File: src/include/ddr2_cmd_pkg.sv
// Purpose: shared constants and types for the command legality link
// Assumes: 40 MHz clock, 25 ns period
// Notes:   least times in ps, rounded up to whole cycles; refresh interval in ns, rounded down
package ddr2_cmd_pkg;
	localparam int unsigned CLK_PERIOD_PS = 25000;
	localparam int unsigned BANKS         = 4;
	localparam int unsigned BANK_W        = 2;
	localparam int unsigned ADDR_W        = 14;
	// least times, rounded up to whole cycles
	localparam int unsigned WRITE_RECOVERY_TIME_PS = 15000;
	localparam int unsigned ROW_CYCLE_TIME_PS      = 55000;
	localparam int unsigned MODE_SET_DELAY_PS      = 50000;
	localparam int unsigned WR_CYC  = (WRITE_RECOVERY_TIME_PS + CLK_PERIOD_PS - 1) / CLK_PERIOD_PS;
	localparam int unsigned RC_CYC  = (ROW_CYCLE_TIME_PS + CLK_PERIOD_PS - 1) / CLK_PERIOD_PS;
	localparam int unsigned MRD_CYC = (MODE_SET_DELAY_PS + CLK_PERIOD_PS - 1) / CLK_PERIOD_PS;
	localparam int unsigned CNT_W   = 4;
	// refresh interval in hot case range, ns
	localparam int unsigned AVERAGE_REFRESH_INTERVAL_NS = 7800;
	localparam int unsigned REFI_CYC = AVERAGE_REFRESH_INTERVAL_NS * 1000 / CLK_PERIOD_PS;
	localparam int unsigned REFI_W   = 10;
	localparam int unsigned HOT_SR_BIT = 7;
	localparam logic [1:0] SECOND_EXT_MODE_BA = 2'h2;
	localparam int unsigned AP_BIT = 10;
	typedef enum logic [3:0] {
		CMD_DESELECT  = 4'h0,
		CMD_NOP       = 4'h1,
		CMD_READ      = 4'h2,
		CMD_WRITE     = 4'h3,
		CMD_ACTIVATE  = 4'h4,
		CMD_PRECHARGE = 4'h5,
		CMD_REFRESH   = 4'h6,
		CMD_MODE_SET  = 4'h7
	} cmd_t;
	typedef enum logic [2:0] {
		BANK_IDLE   = 3'h0,
		BANK_ACTIVE = 3'h1,
		BANK_WR_REC = 3'h2,
		BANK_WR_AP  = 3'h3,
		BANK_PRECH  = 3'h4
	} bank_state_t;
	typedef enum logic [1:0] {
		DEV_NORMAL  = 2'h0,
		DEV_REFRESH = 2'h1,
		DEV_MODE    = 2'h2
	} dev_state_t;
	// plain pin decode: cs, ras, cas, we
	function automatic cmd_t decode_cmd(input logic cs_n, input logic ras_n,
		input logic cas_n, input logic we_n);
		cmd_t c;
		c = CMD_DESELECT;
		if (!cs_n)
		begin
			case ({ras_n, cas_n, we_n})
				3'h7: c = CMD_NOP;
				3'h5: c = CMD_READ;
				3'h4: c = CMD_WRITE;
				3'h3: c = CMD_ACTIVATE;
				3'h2: c = CMD_PRECHARGE;
				3'h1: c = CMD_REFRESH;
				default: c = CMD_MODE_SET;
			endcase
		end
		return c;
	endfunction
endpackage

File: src/include/ddr2_cmd_if.sv
// Purpose: command bus between controller and device end
// Assumes: one clock, commands sampled on each rising edge
// Notes:   controller drives all signals
`timescale 1ns/1ps
interface ddr2_cmd_if
	import ddr2_cmd_pkg::*;
();
	logic              cs_n;
	logic              ras_n;
	logic              cas_n;
	logic              we_n;
	logic [BANK_W-1:0] ba;
	logic [ADDR_W-1:0] addr;
	modport ctrl (output cs_n, ras_n, cas_n, we_n, ba, addr);
	modport dev  (input  cs_n, ras_n, cas_n, we_n, ba, addr);
endinterface

File: src/verilog/ddr2_legality_dev.sv
// Purpose: device end tracking bank and device states, flagging illegal commands
// Assumes: commands arrive from same-clock controller logic
// Notes:   illegal commands are ignored and reported; state is left intact
`timescale 1ns/1ps
module ddr2_legality_dev
	import ddr2_cmd_pkg::*;
(
	input  wire logic              i_clk,
	input  wire logic              i_arst_n,
	ddr2_cmd_if.dev                bus,
	output logic                   o_illegal,
	output logic [3:0]             o_illegal_cmd,
	output logic [BANK_W-1:0]      o_illegal_bank,
	output logic [15:0]            o_illegal_count,
	output logic [BANKS-1:0]       o_bank_idle,
	output logic                   o_dev_busy,
	output logic                   o_hot_self_refresh
);
	////////////////////////////////////////////////////////////////////////
	bank_state_t            bank_st [BANKS];
	bank_state_t            next_bank_st [BANKS];
	logic [CNT_W-1:0]       bank_cnt [BANKS];
	logic [CNT_W-1:0]       next_bank_cnt [BANKS];
	dev_state_t             dev_st;
	dev_state_t             next_dev_st;
	logic [CNT_W-1:0]       dev_cnt;
	logic [CNT_W-1:0]       next_dev_cnt;
	logic                   next_illegal;
	logic [15:0]            next_illegal_count;
	logic [BANKS-1:0]       next_bank_idle;
	logic                   next_hot;
	cmd_t                   cmd;
	logic                   all_idle;
	logic                   bad;

	always_comb
	begin
		cmd = decode_cmd(bus.cs_n, bus.ras_n, bus.cas_n, bus.we_n);
		all_idle = 1'b1;
		for (int b = 0; b < BANKS; b++)
		begin
			if (bank_st[b] != BANK_IDLE)
				all_idle = 1'b0;
		end
	end

	////////////////////////////////////////////////////////////////////////
	always_comb
	begin
		next_dev_st  = dev_st;
		next_dev_cnt = dev_cnt;
		next_hot     = o_hot_self_refresh;
		bad          = 1'b0;
		for (int b = 0; b < BANKS; b++)
		begin
			next_bank_st[b]  = bank_st[b];
			next_bank_cnt[b] = (bank_cnt[b] != '0) ? bank_cnt[b] - 1'b1 : bank_cnt[b];
		end
		if (dev_st != DEV_NORMAL)
		begin
			if (dev_cnt != '0)
				next_dev_cnt = dev_cnt - 1'b1;
			else
				next_dev_st = DEV_NORMAL;
			if (cmd != CMD_DESELECT && cmd != CMD_NOP)
				bad = 1'b1;
		end
		else
		begin
			// timed exits of each bank
			for (int b = 0; b < BANKS; b++)
			begin
				if (bank_cnt[b] == '0)
				begin
					if (bank_st[b] == BANK_WR_REC)
						next_bank_st[b] = BANK_ACTIVE;
					else if (bank_st[b] == BANK_WR_AP)
						next_bank_st[b] = BANK_PRECH;
					else if (bank_st[b] == BANK_PRECH)
						next_bank_st[b] = BANK_IDLE;
				end
			end
			case (cmd)
				CMD_REFRESH, CMD_MODE_SET:
				begin
					if (!all_idle)
						bad = 1'b1;
					else if (cmd == CMD_REFRESH)
					begin
						next_dev_st  = DEV_REFRESH;
						next_dev_cnt = CNT_W'(RC_CYC - 1);
					end
					else
					begin
						next_dev_st  = DEV_MODE;
						next_dev_cnt = CNT_W'(MRD_CYC - 1);
						if (bus.ba == SECOND_EXT_MODE_BA)
							next_hot = bus.addr[HOT_SR_BIT];
					end
				end
				CMD_ACTIVATE:
				begin
					if (bank_st[bus.ba] != BANK_IDLE)
						bad = 1'b1;
					else
						next_bank_st[bus.ba] = BANK_ACTIVE;
				end
				CMD_READ:
				begin
					if (bank_st[bus.ba] != BANK_ACTIVE)
						bad = 1'b1;
					else if (bus.addr[AP_BIT])
					begin
						next_bank_st[bus.ba]  = BANK_PRECH;
						next_bank_cnt[bus.ba] = CNT_W'(WR_CYC - 1);
					end
				end
				CMD_WRITE:
				begin
					if (bank_st[bus.ba] != BANK_ACTIVE && bank_st[bus.ba] != BANK_WR_REC)
						bad = 1'b1;
					else
					begin
						// a new write restarts recovery
						next_bank_st[bus.ba]  = bus.addr[AP_BIT] ? BANK_WR_AP : BANK_WR_REC;
						next_bank_cnt[bus.ba] = CNT_W'(WR_CYC - 1);
					end
				end
				CMD_PRECHARGE:
				begin
					for (int b = 0; b < BANKS; b++)
					begin
						if ((bus.addr[AP_BIT] || bus.ba == BANK_W'(b)) &&
							(bank_st[b] == BANK_WR_REC || bank_st[b] == BANK_WR_AP))
							bad = 1'b1;
					end
					// all or nothing: an illegal precharge closes no bank,
					// while timed exits of every bank still go ahead
					for (int b = 0; b < BANKS; b++)
					begin
						if (!bad && (bus.addr[AP_BIT] || bus.ba == BANK_W'(b)) &&
							bank_st[b] == BANK_ACTIVE)
						begin
							next_bank_st[b]  = BANK_PRECH;
							next_bank_cnt[b] = CNT_W'(WR_CYC - 1);
						end
					end
				end
				default:
				begin
				end
			endcase
		end
		next_illegal       = bad;
		next_illegal_count = (bad && o_illegal_count != 16'hffff) ?
			o_illegal_count + 16'h0001 : o_illegal_count;
		for (int b = 0; b < BANKS; b++)
			next_bank_idle[b] = (next_bank_st[b] == BANK_IDLE);
	end

	always_ff @(posedge i_clk or negedge i_arst_n)
	begin
		if (!i_arst_n)
		begin
			for (int b = 0; b < BANKS; b++)
			begin
				bank_st[b]  <= BANK_IDLE;
				bank_cnt[b] <= '0;
			end
			dev_st             <= DEV_NORMAL;
			dev_cnt            <= '0;
			o_illegal          <= 1'b0;
			o_illegal_cmd      <= 4'h0;
			o_illegal_bank     <= '0;
			o_illegal_count    <= 16'h0000;
			o_bank_idle        <= '1;
			o_dev_busy         <= 1'b0;
			o_hot_self_refresh <= 1'b0;
		end
		else
		begin
			bank_st            <= next_bank_st;
			bank_cnt           <= next_bank_cnt;
			dev_st             <= next_dev_st;
			dev_cnt            <= next_dev_cnt;
			o_illegal          <= next_illegal;
			o_illegal_cmd      <= next_illegal ? 4'(cmd) : o_illegal_cmd;
			o_illegal_bank     <= next_illegal ? bus.ba : o_illegal_bank;
			o_illegal_count    <= next_illegal_count;
			o_bank_idle        <= next_bank_idle;
			o_dev_busy         <= (next_dev_st != DEV_NORMAL);
			o_hot_self_refresh <= next_hot;
		end
	end
endmodule

File: src/flat_wrapper.sv
// flat-port wrapper written by rule: the top's interface ports become plain ports
module ddr2_legality_dev_flat import ddr2_cmd_pkg::*;
  (i_clk, i_arst_n, o_illegal, o_illegal_cmd, o_illegal_bank, o_illegal_count, o_bank_idle, o_dev_busy, o_hot_self_refresh, bus_cs_n, bus_ras_n, bus_cas_n, bus_we_n, bus_ba, bus_addr);
  ddr2_cmd_if bus_i ();
  input  wire logic i_clk;
  input  wire logic i_arst_n;
  output logic o_illegal;
  output logic [3:0] o_illegal_cmd;
  output logic [BANK_W-1:0] o_illegal_bank;
  output logic [15:0] o_illegal_count;
  output logic [BANKS-1:0] o_bank_idle;
  output logic o_dev_busy;
  output logic o_hot_self_refresh;
  input wire logic [$bits(bus_i.cs_n)-1:0] bus_cs_n;
  input wire logic [$bits(bus_i.ras_n)-1:0] bus_ras_n;
  input wire logic [$bits(bus_i.cas_n)-1:0] bus_cas_n;
  input wire logic [$bits(bus_i.we_n)-1:0] bus_we_n;
  input wire logic [$bits(bus_i.ba)-1:0] bus_ba;
  input wire logic [$bits(bus_i.addr)-1:0] bus_addr;
  assign bus_i.cs_n = bus_cs_n;
  assign bus_i.ras_n = bus_ras_n;
  assign bus_i.cas_n = bus_cas_n;
  assign bus_i.we_n = bus_we_n;
  assign bus_i.ba = bus_ba;
  assign bus_i.addr = bus_addr;
  ddr2_legality_dev u_core (.i_clk(i_clk), .i_arst_n(i_arst_n), .bus(bus_i), .o_illegal(o_illegal), .o_illegal_cmd(o_illegal_cmd), .o_illegal_bank(o_illegal_bank), .o_illegal_count(o_illegal_count), .o_bank_idle(o_bank_idle), .o_dev_busy(o_dev_busy), .o_hot_self_refresh(o_hot_self_refresh));
endmodule
File: config.mk
export PLATFORM = sky130hd
export DESIGN_NAME = ddr2_legality_dev_flat
export DESIGN_NICKNAME = d
export VERILOG_FILES = /design/src/include/ddr2_cmd_pkg.sv /design/src/include/ddr2_cmd_if.sv /design/src/verilog/ddr2_legality_dev.sv /design/src/flat_wrapper.sv
export SDC_FILE = /design/constraint.sdc
export NUM_CORES = 1
export LEC_CHECK = 0
export ABC_AREA = 1
export BUFFER_PORTS_ARGS = -buffer_cell sky130_fd_sc_hd__buf_2
export CORE_MARGIN = 1.5
export CORE_UTILIZATION = 35
export DETAILED_ROUTE_END_ITERATION = 16
export GPL_TIMING_DRIVEN = 0
export PLACE_DENSITY = 0.63
export SLEW_MARGIN = 20
export SYNTH_ARGS = -nofsm -noshare
export SYNTH_HDL_FRONTEND = slang
export SYNTH_SLANG_ARGS = --single-unit
File: constraint.sdc
create_clock -name i_clk -period 6.4 [get_ports i_clk]
set_clock_uncertainty 0.2 [all_clocks]
set_input_delay 1.28 -clock i_clk [delete_from_list [all_inputs] [get_ports i_clk]]
set_output_delay 1.28 -clock i_clk [all_outputs]
set_load 0.005 [all_outputs]
== Word-level counts from Yosys, hierarchy flattened ==
Cells that the tools add are included.
Operators by class
  add/subtract/negate cells: 6
  order comparisons: 2
  equality and inequality tests: 36
  muxes and demuxes: 81
  bitwise logic cells: 11
  reduce and logical (&&, ||, !) cells: 52
Operators by type and width (number)
  two-way mux 3 bit: 27
  two-way mux 16 bit: 4
  two-way mux 12 bit: 5
  two-way mux 4 bit: 14
  one-hot mux 12 bit (4 select lines): 1
  one-hot mux 16 bit (3 select lines): 1
  equality test 3 x 2 -> 1 bit, second input constant: 10
  nonzero test 4 bit: 6
  equality test 3 bit, second input constant: 7
  subtractor 4 x 1 -> 4 bit, second input constant: 5
  one-hot mux 3 bit (6 select lines): 1
  two-way mux 1 bit: 17
  adder 16 x 1 -> 16 bit, second input constant: 1
  bitwise AND 16 bit: 1
  bitwise AND 8 bit: 2
  equality test 4 x 3 -> 1 bit, second input constant: 4
  logical AND 1 bit: 16
  zero test 4 bit: 4
  inequality test 16 bit, second input constant: 1
  NOT 16 bit: 1
  NOT 8 bit: 2
  equality test 3 x 1 -> 1 bit, second input constant: 5
  nonzero test 3 bit: 5
  bitwise mux 12 bit: 1
  25 further kinds: 47
Word-level totals
  flip-flop bits (word level): 63
  output and inout port bits: 29

== Logic depth before layout (Yosys ltp) ==
Gate-level depths: netlist of run 1.
  depth after elaboration: 16
  gate-level depth with buffers: 15
  gate-level depth less buffers: 15

== Worst setup path after synthesis of run 1 ==
OpenSTA, ideal clock, no wires.
  path kind: input port to flip-flop
  from: input bus_ba[1]
  to: register u_core.o_illegal_count[2]
  library setup time: 122 ps
  arrival: 2583 ps
  data required time: 6078 ps
  setup slack: 3495 ps
  cell stages on the path: 14
  buffers on the path: 2
  cell sequence: buf_6 > nor2_2 > nand2_1 > nand2_1 > nor2_1 > nand3_1 > nand2_4 > nor2_2 > nor2_2 > nand2_2 > nand3_4 > buf_8 > nand2_2 > o21ai_2
Between the ends
  word-level cells in the longest chain between the ends: 12
Ends and longest elaborated chain
  start, declared: line flat_wrapper.sv:18  | input wire logic [$bits(bus_i.ba)-1:0] bus_ba;
  zero test 2 bit: line ddr2_legality_dev.sv:133  | if ((bus.addr[AP_BIT] || bus.ba == BANK_W'(b)) &&
  logical OR 1 bit: line ddr2_legality_dev.sv:133
  logical AND 1 bit: line ddr2_legality_dev.sv:133
  two-way mux 1 bit (4 in a row): line ddr2_legality_dev.sv:133
  two-way mux 1 bit: line ddr2_legality_dev.sv:83  | case (cmd)
  two-way mux 1 bit: line ddr2_legality_dev.sv:59  | if (dev_st != DEV_NORMAL)
  one-hot mux 1 bit (5 select lines) (*): line ddr2_legality_dev.sv:83
  two-way mux 1 bit (*): line ddr2_legality_dev.sv:59
  logical AND 1 bit (*): line ddr2_legality_dev.sv:155  | next_illegal_count = (bad && o_illegal_count != 16'hffff) ?
  end signal, assigned: line ddr2_legality_dev.sv:189  | o_illegal_count <= next_illegal_count;
  end, declared: line ddr2_legality_dev.sv:14  | output logic [15:0] o_illegal_count,
Mark *: on every way between the ends. The rest lies on a longest branch, timed or not. The select of a mux whose other input is x is not followed.
A chain may end at the register's enable or synchronous reset.

==> results of run 1 <==
sequential cells by signal, summed over array words and instances, names as in the netlist:
| register | cells |
|---|---|
| u_core.o_illegal_cmd | 3 |
| u_core.o_hot_self_refresh | 1 |
| u_core.o_illegal_count | 16 |
| u_core.o_illegal | 1 |
| u_core.bank_st | 12 |
| u_core.bank_cnt | 16 |
| u_core.o_bank_idle | 4 |
| u_core.o_illegal_bank | 2 |
| u_core.dev_cnt | 4 |
| u_core.o_dev_busy | 1 |
| u_core.dev_st | 2 |
tightest hold or removal path, cell delays in order, from the launching register on:
cell     delay [ns]
dfrtp_1        0.34
nand2_1        0.05
nand2_1        0.05
cells by family (layout without fill, tap and decap cells):
kind of cell | count (synthesis) | in the layout | share of synthesized area [%]
simple gates | 305 | 305 | 34.40
buf+inv | 98 | 150 | 10.25
flops | 62 | 62 | 37.71
compound gates | 58 | 58 | 9.064
xor+xnor | 30 | 30 | 6.366
fa+ha+maj | 7 | 7 | 2.122
other cells | 1 | 1 | 0.09085
report_power, final:
group	total (W)	internal [W]	switching, W
Combinational	0.000683	0.000246	0.000437
Sequential	0.000574	0.000495	0.0000798
Clock	0.000522	0.000350	0.000172
final cells by class:
type                            count  share of cell area [%]
Buffer                             11                   2.005
Tap cell                          143                   3.723
Multi-Input combinational cell    401                   44.70
Timing Repair Buffer               36                   3.801
Inverter                           87                   6.795
Clock inverter                      4                   1.458
Sequential cell                    62                   32.39
Clock buffer                       12                   5.129
synthesized netlist by cell type (8+ instances only):
cell type  number
a21oi_1        14
dfrtp_1        58
inv_1          79
inv_2           8
nand2_1       126
nand2_2        19
nand3_1        45
nand4_1        13
nor2_1         55
nor3_1         28
o21ai_0        18
o21ai_2        15
xnor2_1        13
xor2_1         17
worst max path at each step:
stage / to / slack, ns / depth (start not counted)
5_1_grt: u_core.bank_cnt[3] / 3.11 / 9
4_1_cts: u_core.bank_cnt[13] / 3.30 / 11
3_5_place_dp: u_core.bank_cnt[13] / 2.94 / 11
6_report: u_core.bank_cnt[13] / 3.22 / 11
3_3_place_gp: u_core.bank_cnt[13] / 2.99 / 11
2_1_floorplan: u_core.o_illegal_count[2] / 3.49 / 14
through the flow:
step,total power [W],area [sq um],cells,setup slack [ns],util (%)
2_1_floorplan,0.001052,4128,561,3.495,-
3_3_place_gp,0.001233,4487,740,2.992,39.13
3_5_place_dp,0.001259,4489,740,2.945,39.15
4_1_cts,0.001792,4806,756,3.299,41.91
5_1_grt,0.001901,4806,756,3.107,41.91
6_report,0.001780,4806,756,3.215,41.91
layer usage:
layer | part of all wire, % | track usage (%)
met5 | 0 | 0
met4 | 2.4 | 8.439
met3 | 6.5 | 3.375
met2 | 46 | 28.02
met1 | 45 | 22.87
==> flow_summary.ini, run 1 <==
[run_status]
status = complete, no violations

[floorplan]
ios = 51
dieArea_sq_um = 12450
start_util_pct = 36.00
fp.dieH_microns = 111.6
row_count = 39
fp.dieW_microns = 111.6
core_sq_um = 11470

[drt]
drtPass1Iterations = 5
drt_wl_total_microns = 10440
via_per_inst = 5.110
drt_iter0_drc = 299
drt-wirelength-per-cell_microns = 13.81
vias = 3863
antenna_left = 0
drc_errors = 0

[final_layout]
area_growth_pct = 16.43
most-common-layout-cells = nand2_1 (126), inv_1 (79), dfrtp_1 (58)
final_common_cell = nand2_1
multi_input_area_sq_um = 2148
layout-drive-gt1-share_pct = 19.09
seqCellArea_sq_um = 1556
diodes = 0
final.fill_count = 1131
finish.net_count = 637

[logic_synthesis]
ys_seq_area_share_pct = 37.71
synthFlopType = dfrtp_1
yosys.area.top_type = dfrtp_1
postSynthAreaPerCell_sq_um = 7.358
synth_cells = 561
synth-edff-count = 0
synthTopCellsByArea = dfrtp_1 (35%), nand2_1 (11%), inv_1 (7.2%)
syn-cell-area_sq_um = 4128
synth.top_cell.area_share_pct = 35.16
async_flop_share_pct = 100.0
synth_seq_cells = 62
yosysWarnings = 0
synth_nets = 590
yosysUniqueCellTypes = 37

[global_routing]
grt_first_pass_wirelength_microns = 17590
first_global_vias = 3691
grt_max_degree = 63
grt_use_total_pct = 17.53
grt-ovfl-total = 0
antenna_found_initial = 0

[critical_path]
crit_chain = buf_2, inv_1, nand2_1, nor2_1, nor3_1, inv_1, nand2_1, inv_1, nand4_1, o211ai_1, inv_1
crit_fanout = 10
r2r-start = u_core.bank_st[11]
slowest_stage = nor2_1
slowest_delay_ns = 0.62
crit_top_cell = inv_1
startpoint = bus_we_n
ff2ff_setup_slack_ns = 3.97
crit_arrival_ns = 3.19
end_kind = flop
cp-start-kind = input pin
reg2reg_to = u_core.bank_cnt[3]
reg2regPathDepth = 10
path_buf_inv = 5
worstSetupPathType = input pin to flop
critical-path-top-delay-family = simple AND/OR/NAND/NOR gates
critPathRequiredTime_ns = 6.41

[pwr]
powerDensity_nw_per_um2 = 370.3
power_leakage_nw = 2.359
ir_drop_v = 0.0001864

[cts]
cts_made_buffers = 9
max-clock-path-buffers = 2
cts_root_buffer = clkbuf_16
clock_sinks = 62
cts_resized = 0
cts_setup_buffers = 0
clk_latency_ns = 0.33
cts_tree = yes
htreeDepth = 3
cts.clk_slew.worst_paths_ns = 0.05
hold_buffers = 0

[sta]
rsz0062_at_grt = false
slew_headroom_pct = 46.68
hold_ws_ns = 0.2723
tightest_slew_ns = 0.7969
finalSetupViolCount = 0
fin_setup_tns_ns = 0
slew_violations = 0
timing.final.crit_share_pct = 49.76
hold_viol_final = 0
max_freq_mhz = 314.0
fin_crit_ns = 3.185

[min_path]
hold_depth = 2
hold_path.class = flop to flop
hold_start = u_core.o_illegal_cmd[0]
holdPathEnd = u_core.o_illegal_cmd[0]

[place]
place_congestion = 0.9491
io_buffers = 36
hpwlAfterDp_microns = 7592

[flow_run]
drv_cap = 0
No activity file was read; power rests on OpenSTA's default activity.
==> run 2, diff against run 1 <==
--- a/config.mk
+++ b/config.mk
@@ -5,13 +5,13 @@
 export SDC_FILE = /design/constraint.sdc
 export NUM_CORES = 1
 export LEC_CHECK = 0
-export ABC_AREA = 1
+export ABC_AREA = 0
 export BUFFER_PORTS_ARGS = -buffer_cell sky130_fd_sc_hd__buf_2
 export CORE_MARGIN = 1.5
 export CORE_UTILIZATION = 35
 export DETAILED_ROUTE_END_ITERATION = 16
 export GPL_TIMING_DRIVEN = 0
-export PLACE_DENSITY = 0.63
+export PLACE_DENSITY = 0.65
 export SLEW_MARGIN = 20
 export SYNTH_ARGS = -nofsm -noshare
 export SYNTH_HDL_FRONTEND = slang
==> constraint.sdc (replaced) <==
create_clock -name i_clk -period 2.7 [get_ports i_clk]
set_clock_uncertainty 0.2 [all_clocks]
set_input_delay 0.54 -clock i_clk [delete_from_list [all_inputs] [get_ports i_clk]]
set_output_delay 0.54 -clock i_clk [all_outputs]
set_load 0.005 [all_outputs]
==> run 2 against run 1 <==
Against the previous run: sequential share of layout area up 3.0 points; first-iteration DRC count down 5.0%; via count down 16%; worst setup slack worse by 3.2 ns; die area down 9.7%; synthesized area down 10%; cell area down 8.3%.
==> flow_summary.ini, run 2 <==
[drt]
drtPass1Iterations = 5
via_per_inst = 5.501
drt_wl_total_microns = 9210
drt_iter0_drc = 284
drc_errors = 0
vias = 3251
drt-wirelength-per-cell_microns = 15.58
antenna_left = 0

[final_layout]
diodes = 0
layout-drive-gt1-share_pct = 21.54
area_growth_pct = 18.62
most-common-layout-cells = dfrtp_1 (55), buf_2 (35), nor2_1 (34)
reg.largest.list = u_core.bank_cnt (16), u_core.o_illegal_count (16), u_core.bank_st (12)
final_common_cell = dfrtp_1
finish.net_count = 479
final.fill_count = 1035

[place]
hpwlAfterDp_microns = 6606
pre_cts_slack_ns = -0.4804
place_congestion = 0.9396
io_buffers = 35

[pwr]
power_leakage_nw = 1.973
sw_frac_of_total_pct = 37.62
ir_drop_v = 0.0005406
seqPwrFrac_pct = 38.0
powerDensity_nw_per_um2 = 847.5
p_comb_share_pct = 41.0
p_int_w = 0.002330
switchingPower_w = 0.001405
clock_power_share_pct = 21.0

[logic_synthesis]
yosys-top-cells-count = dfrtp_1 (58), nor2_1 (34), nand2_1 (28)
yosys.area.top_type = dfrtp_1
synthTopCellsByArea = dfrtp_1 (39%), xnor2_1 (5.9%), nor2_1 (3.4%)
postSynthAreaPerCell_sq_um = 9.384
yosys.cell_count.top_type = dfrtp_1
synth.top_cell.area_share_pct = 39.06
synthFlopType = dfrtp_1
syn-cell-area_sq_um = 3716
yosysUniqueCellTypes = 65
synth_seq_cells = 62
synth_cells = 396
synth_nets = 425
yosysWarnings = 0
synth-edff-count = 0
async_flop_share_pct = 100.0
ys_seq_area_share_pct = 41.89

[sta]
timing.final.ws_setup_ns = 0.03450
slew_violations = 0
slew_headroom_pct = 41.65
finalSetupViolCount = 0
fin_crit_ns = 2.665
timing.final.crit_share_pct = 98.72
tightest_slew_ns = 0.8686
hold_viol_final = 0
max_freq_mhz = 375.2
fin_setup_tns_ns = 0
rsz0062_at_grt = true

[cts]
cts_tree = yes
htreeDepth = 3
clk_latency_ns = 0.35
cts.clk_slew.worst_paths_ns = 0.07
cts_made_buffers = 9
cts_root_buffer = clkbuf_8
clock_sinks = 62
max-clock-path-buffers = 2

[global_routing]
grt_max_degree = 39
antenna_found_initial = 0
grt_first_pass_wirelength_microns = 15260
grt_use_total_pct = 17.21
first_global_vias = 3077
grt-ovfl-total = 0

[floorplan]
core_sq_um = 10320
start_util_pct = 36.00
fp.dieH_microns = 106.0
ios = 51
dieArea_sq_um = 11240
fp.dieW_microns = 106.0
row_count = 37

[min_path]
hold_path.class = input pin to flop

[critical_path]
end_kind = flop
worstSetupPathType = flop to flop
crit_arrival_ns = 2.73
crit_fanout = 7
cp-start-kind = flop
critPathRequiredTime_ns = 2.76

[flow_run]
drv_cap = 0

[run_status]
status = complete, no violations
## run 2: cell count changes after synthesis, sizes merged, moves of 14 or more
cell	previous run	this run
nand2	147	28
inv	87	19
nand3	47	15
nor2	63	35
o21ai	34	16
xor2	17	3
## run 2: cell families after synthesis
kind of cell,count (synthesis),share of synthesized area (%)
AO/OA/AOI/OAI,86,15.76
AND/OR/NAND/NOR,166,24.61
flip-flops,62,41.89
XOR/XNOR,28,6.599
buffers and inverters,36,4.242
multiplexers,10,4.444
other,1,0.1009
adder cells (fa/ha/maj),7,2.357
## run 2: critical path, stage by stage (launching register included)
cell and delay (ns):
dfrtp_1 0.47, mux4_2 0.58, xnor2_2 0.22, o41a_1 0.36, a211oi_1 0.37, o211ai_1 0.18
nor3_1 0.21
## run 2: power groups by stage
stage	Clock [W]	Sequential [W]	Combinational, W
floorplan	0	0.00136	0.00101
global placement	0	0.00139	0.00141
detailed placement	0	0.00139	0.00143
CTS	0.000812	0.00141	0.00153
global route	0.000849	0.00145	0.00168
finish	0.000785	0.00142	0.00153
## run 2: per-stage QoR
| stage | total power (W) | utilization, % | hold slack [ns] | std cells | instance area [sq um] |
|---|---|---|---|---|---|
| after global placement | 0.002796 | 39.46 | 0.2756 | 567 | 4074 |
| after floorplan | 0.002373 | - | 0.04441 | 396 | 3729 |
| after CTS | 0.003753 | 42.15 | 0.2137 | 589 | 4352 |
| final | 0.003736 | 42.70 | 0.2286 | 591 | 4408 |
| after detailed placement | 0.002827 | 39.68 | 0.2749 | 568 | 4096 |
| after global routing | 0.003981 | 42.70 | 0.2164 | 591 | 4408 |
## run 2: timing repair
| item | CTS | global route |
|---|---|---|
| buffers inserted | 6 | 3 |
| hold buffers | 1 | 0 |
| endpoints found under the setup margin | 13 | 21 |
| hold endpoints to repair | 21 | 0 |
| pin swaps | 2 | 2 |
| gates resized for setup | 8 | 10 |
## run 2: path summary, 6_finish.rpt
path / cells after the start / slack, ns / startpoint / end
max reg2reg: 6 / 0.03 / u_core.bank_st[3] / u_core.o_bank_idle[0]
min reg2reg: 1 / 0.29 / u_core.o_illegal_count[14] / u_core.o_illegal_count[14]
min in group asynchronous: 2 / 0.44 / i_arst_n / u_core.bank_cnt[10]
min: 2 / 0.23 / bus_addr[7] / u_core.o_hot_self_refresh
max: 6 / 0.03 / u_core.bank_st[3] / u_core.o_bank_idle[0]
max in group asynchronous: 3 / 1.28 / i_arst_n / u_core.o_bank_idle[1]
## run 2: layout make-up
type	instances	area, sq um	share of cell area, %
clock inverter	4	47.55	1.079
tap	136	170.2	3.860
timing repair buffer	46	275.3	6.245
inverter	19	71.32	1.618
clock buffer	12	135.1	3.066
sequential	62	1560	35.40
buffer	14	70.07	1.590
multi-input combinational	298	2078	47.15
## run 2: metal layers
metal  GRT usage, %  vias to the layer above  share of wire (%)
met5              0                        -                  0
met4          5.695                        0                2.2
met3          4.660                       24                6.0
met2          27.37                      114                 46
met1          22.70                     1567                 46
li1               -                     1546                  -
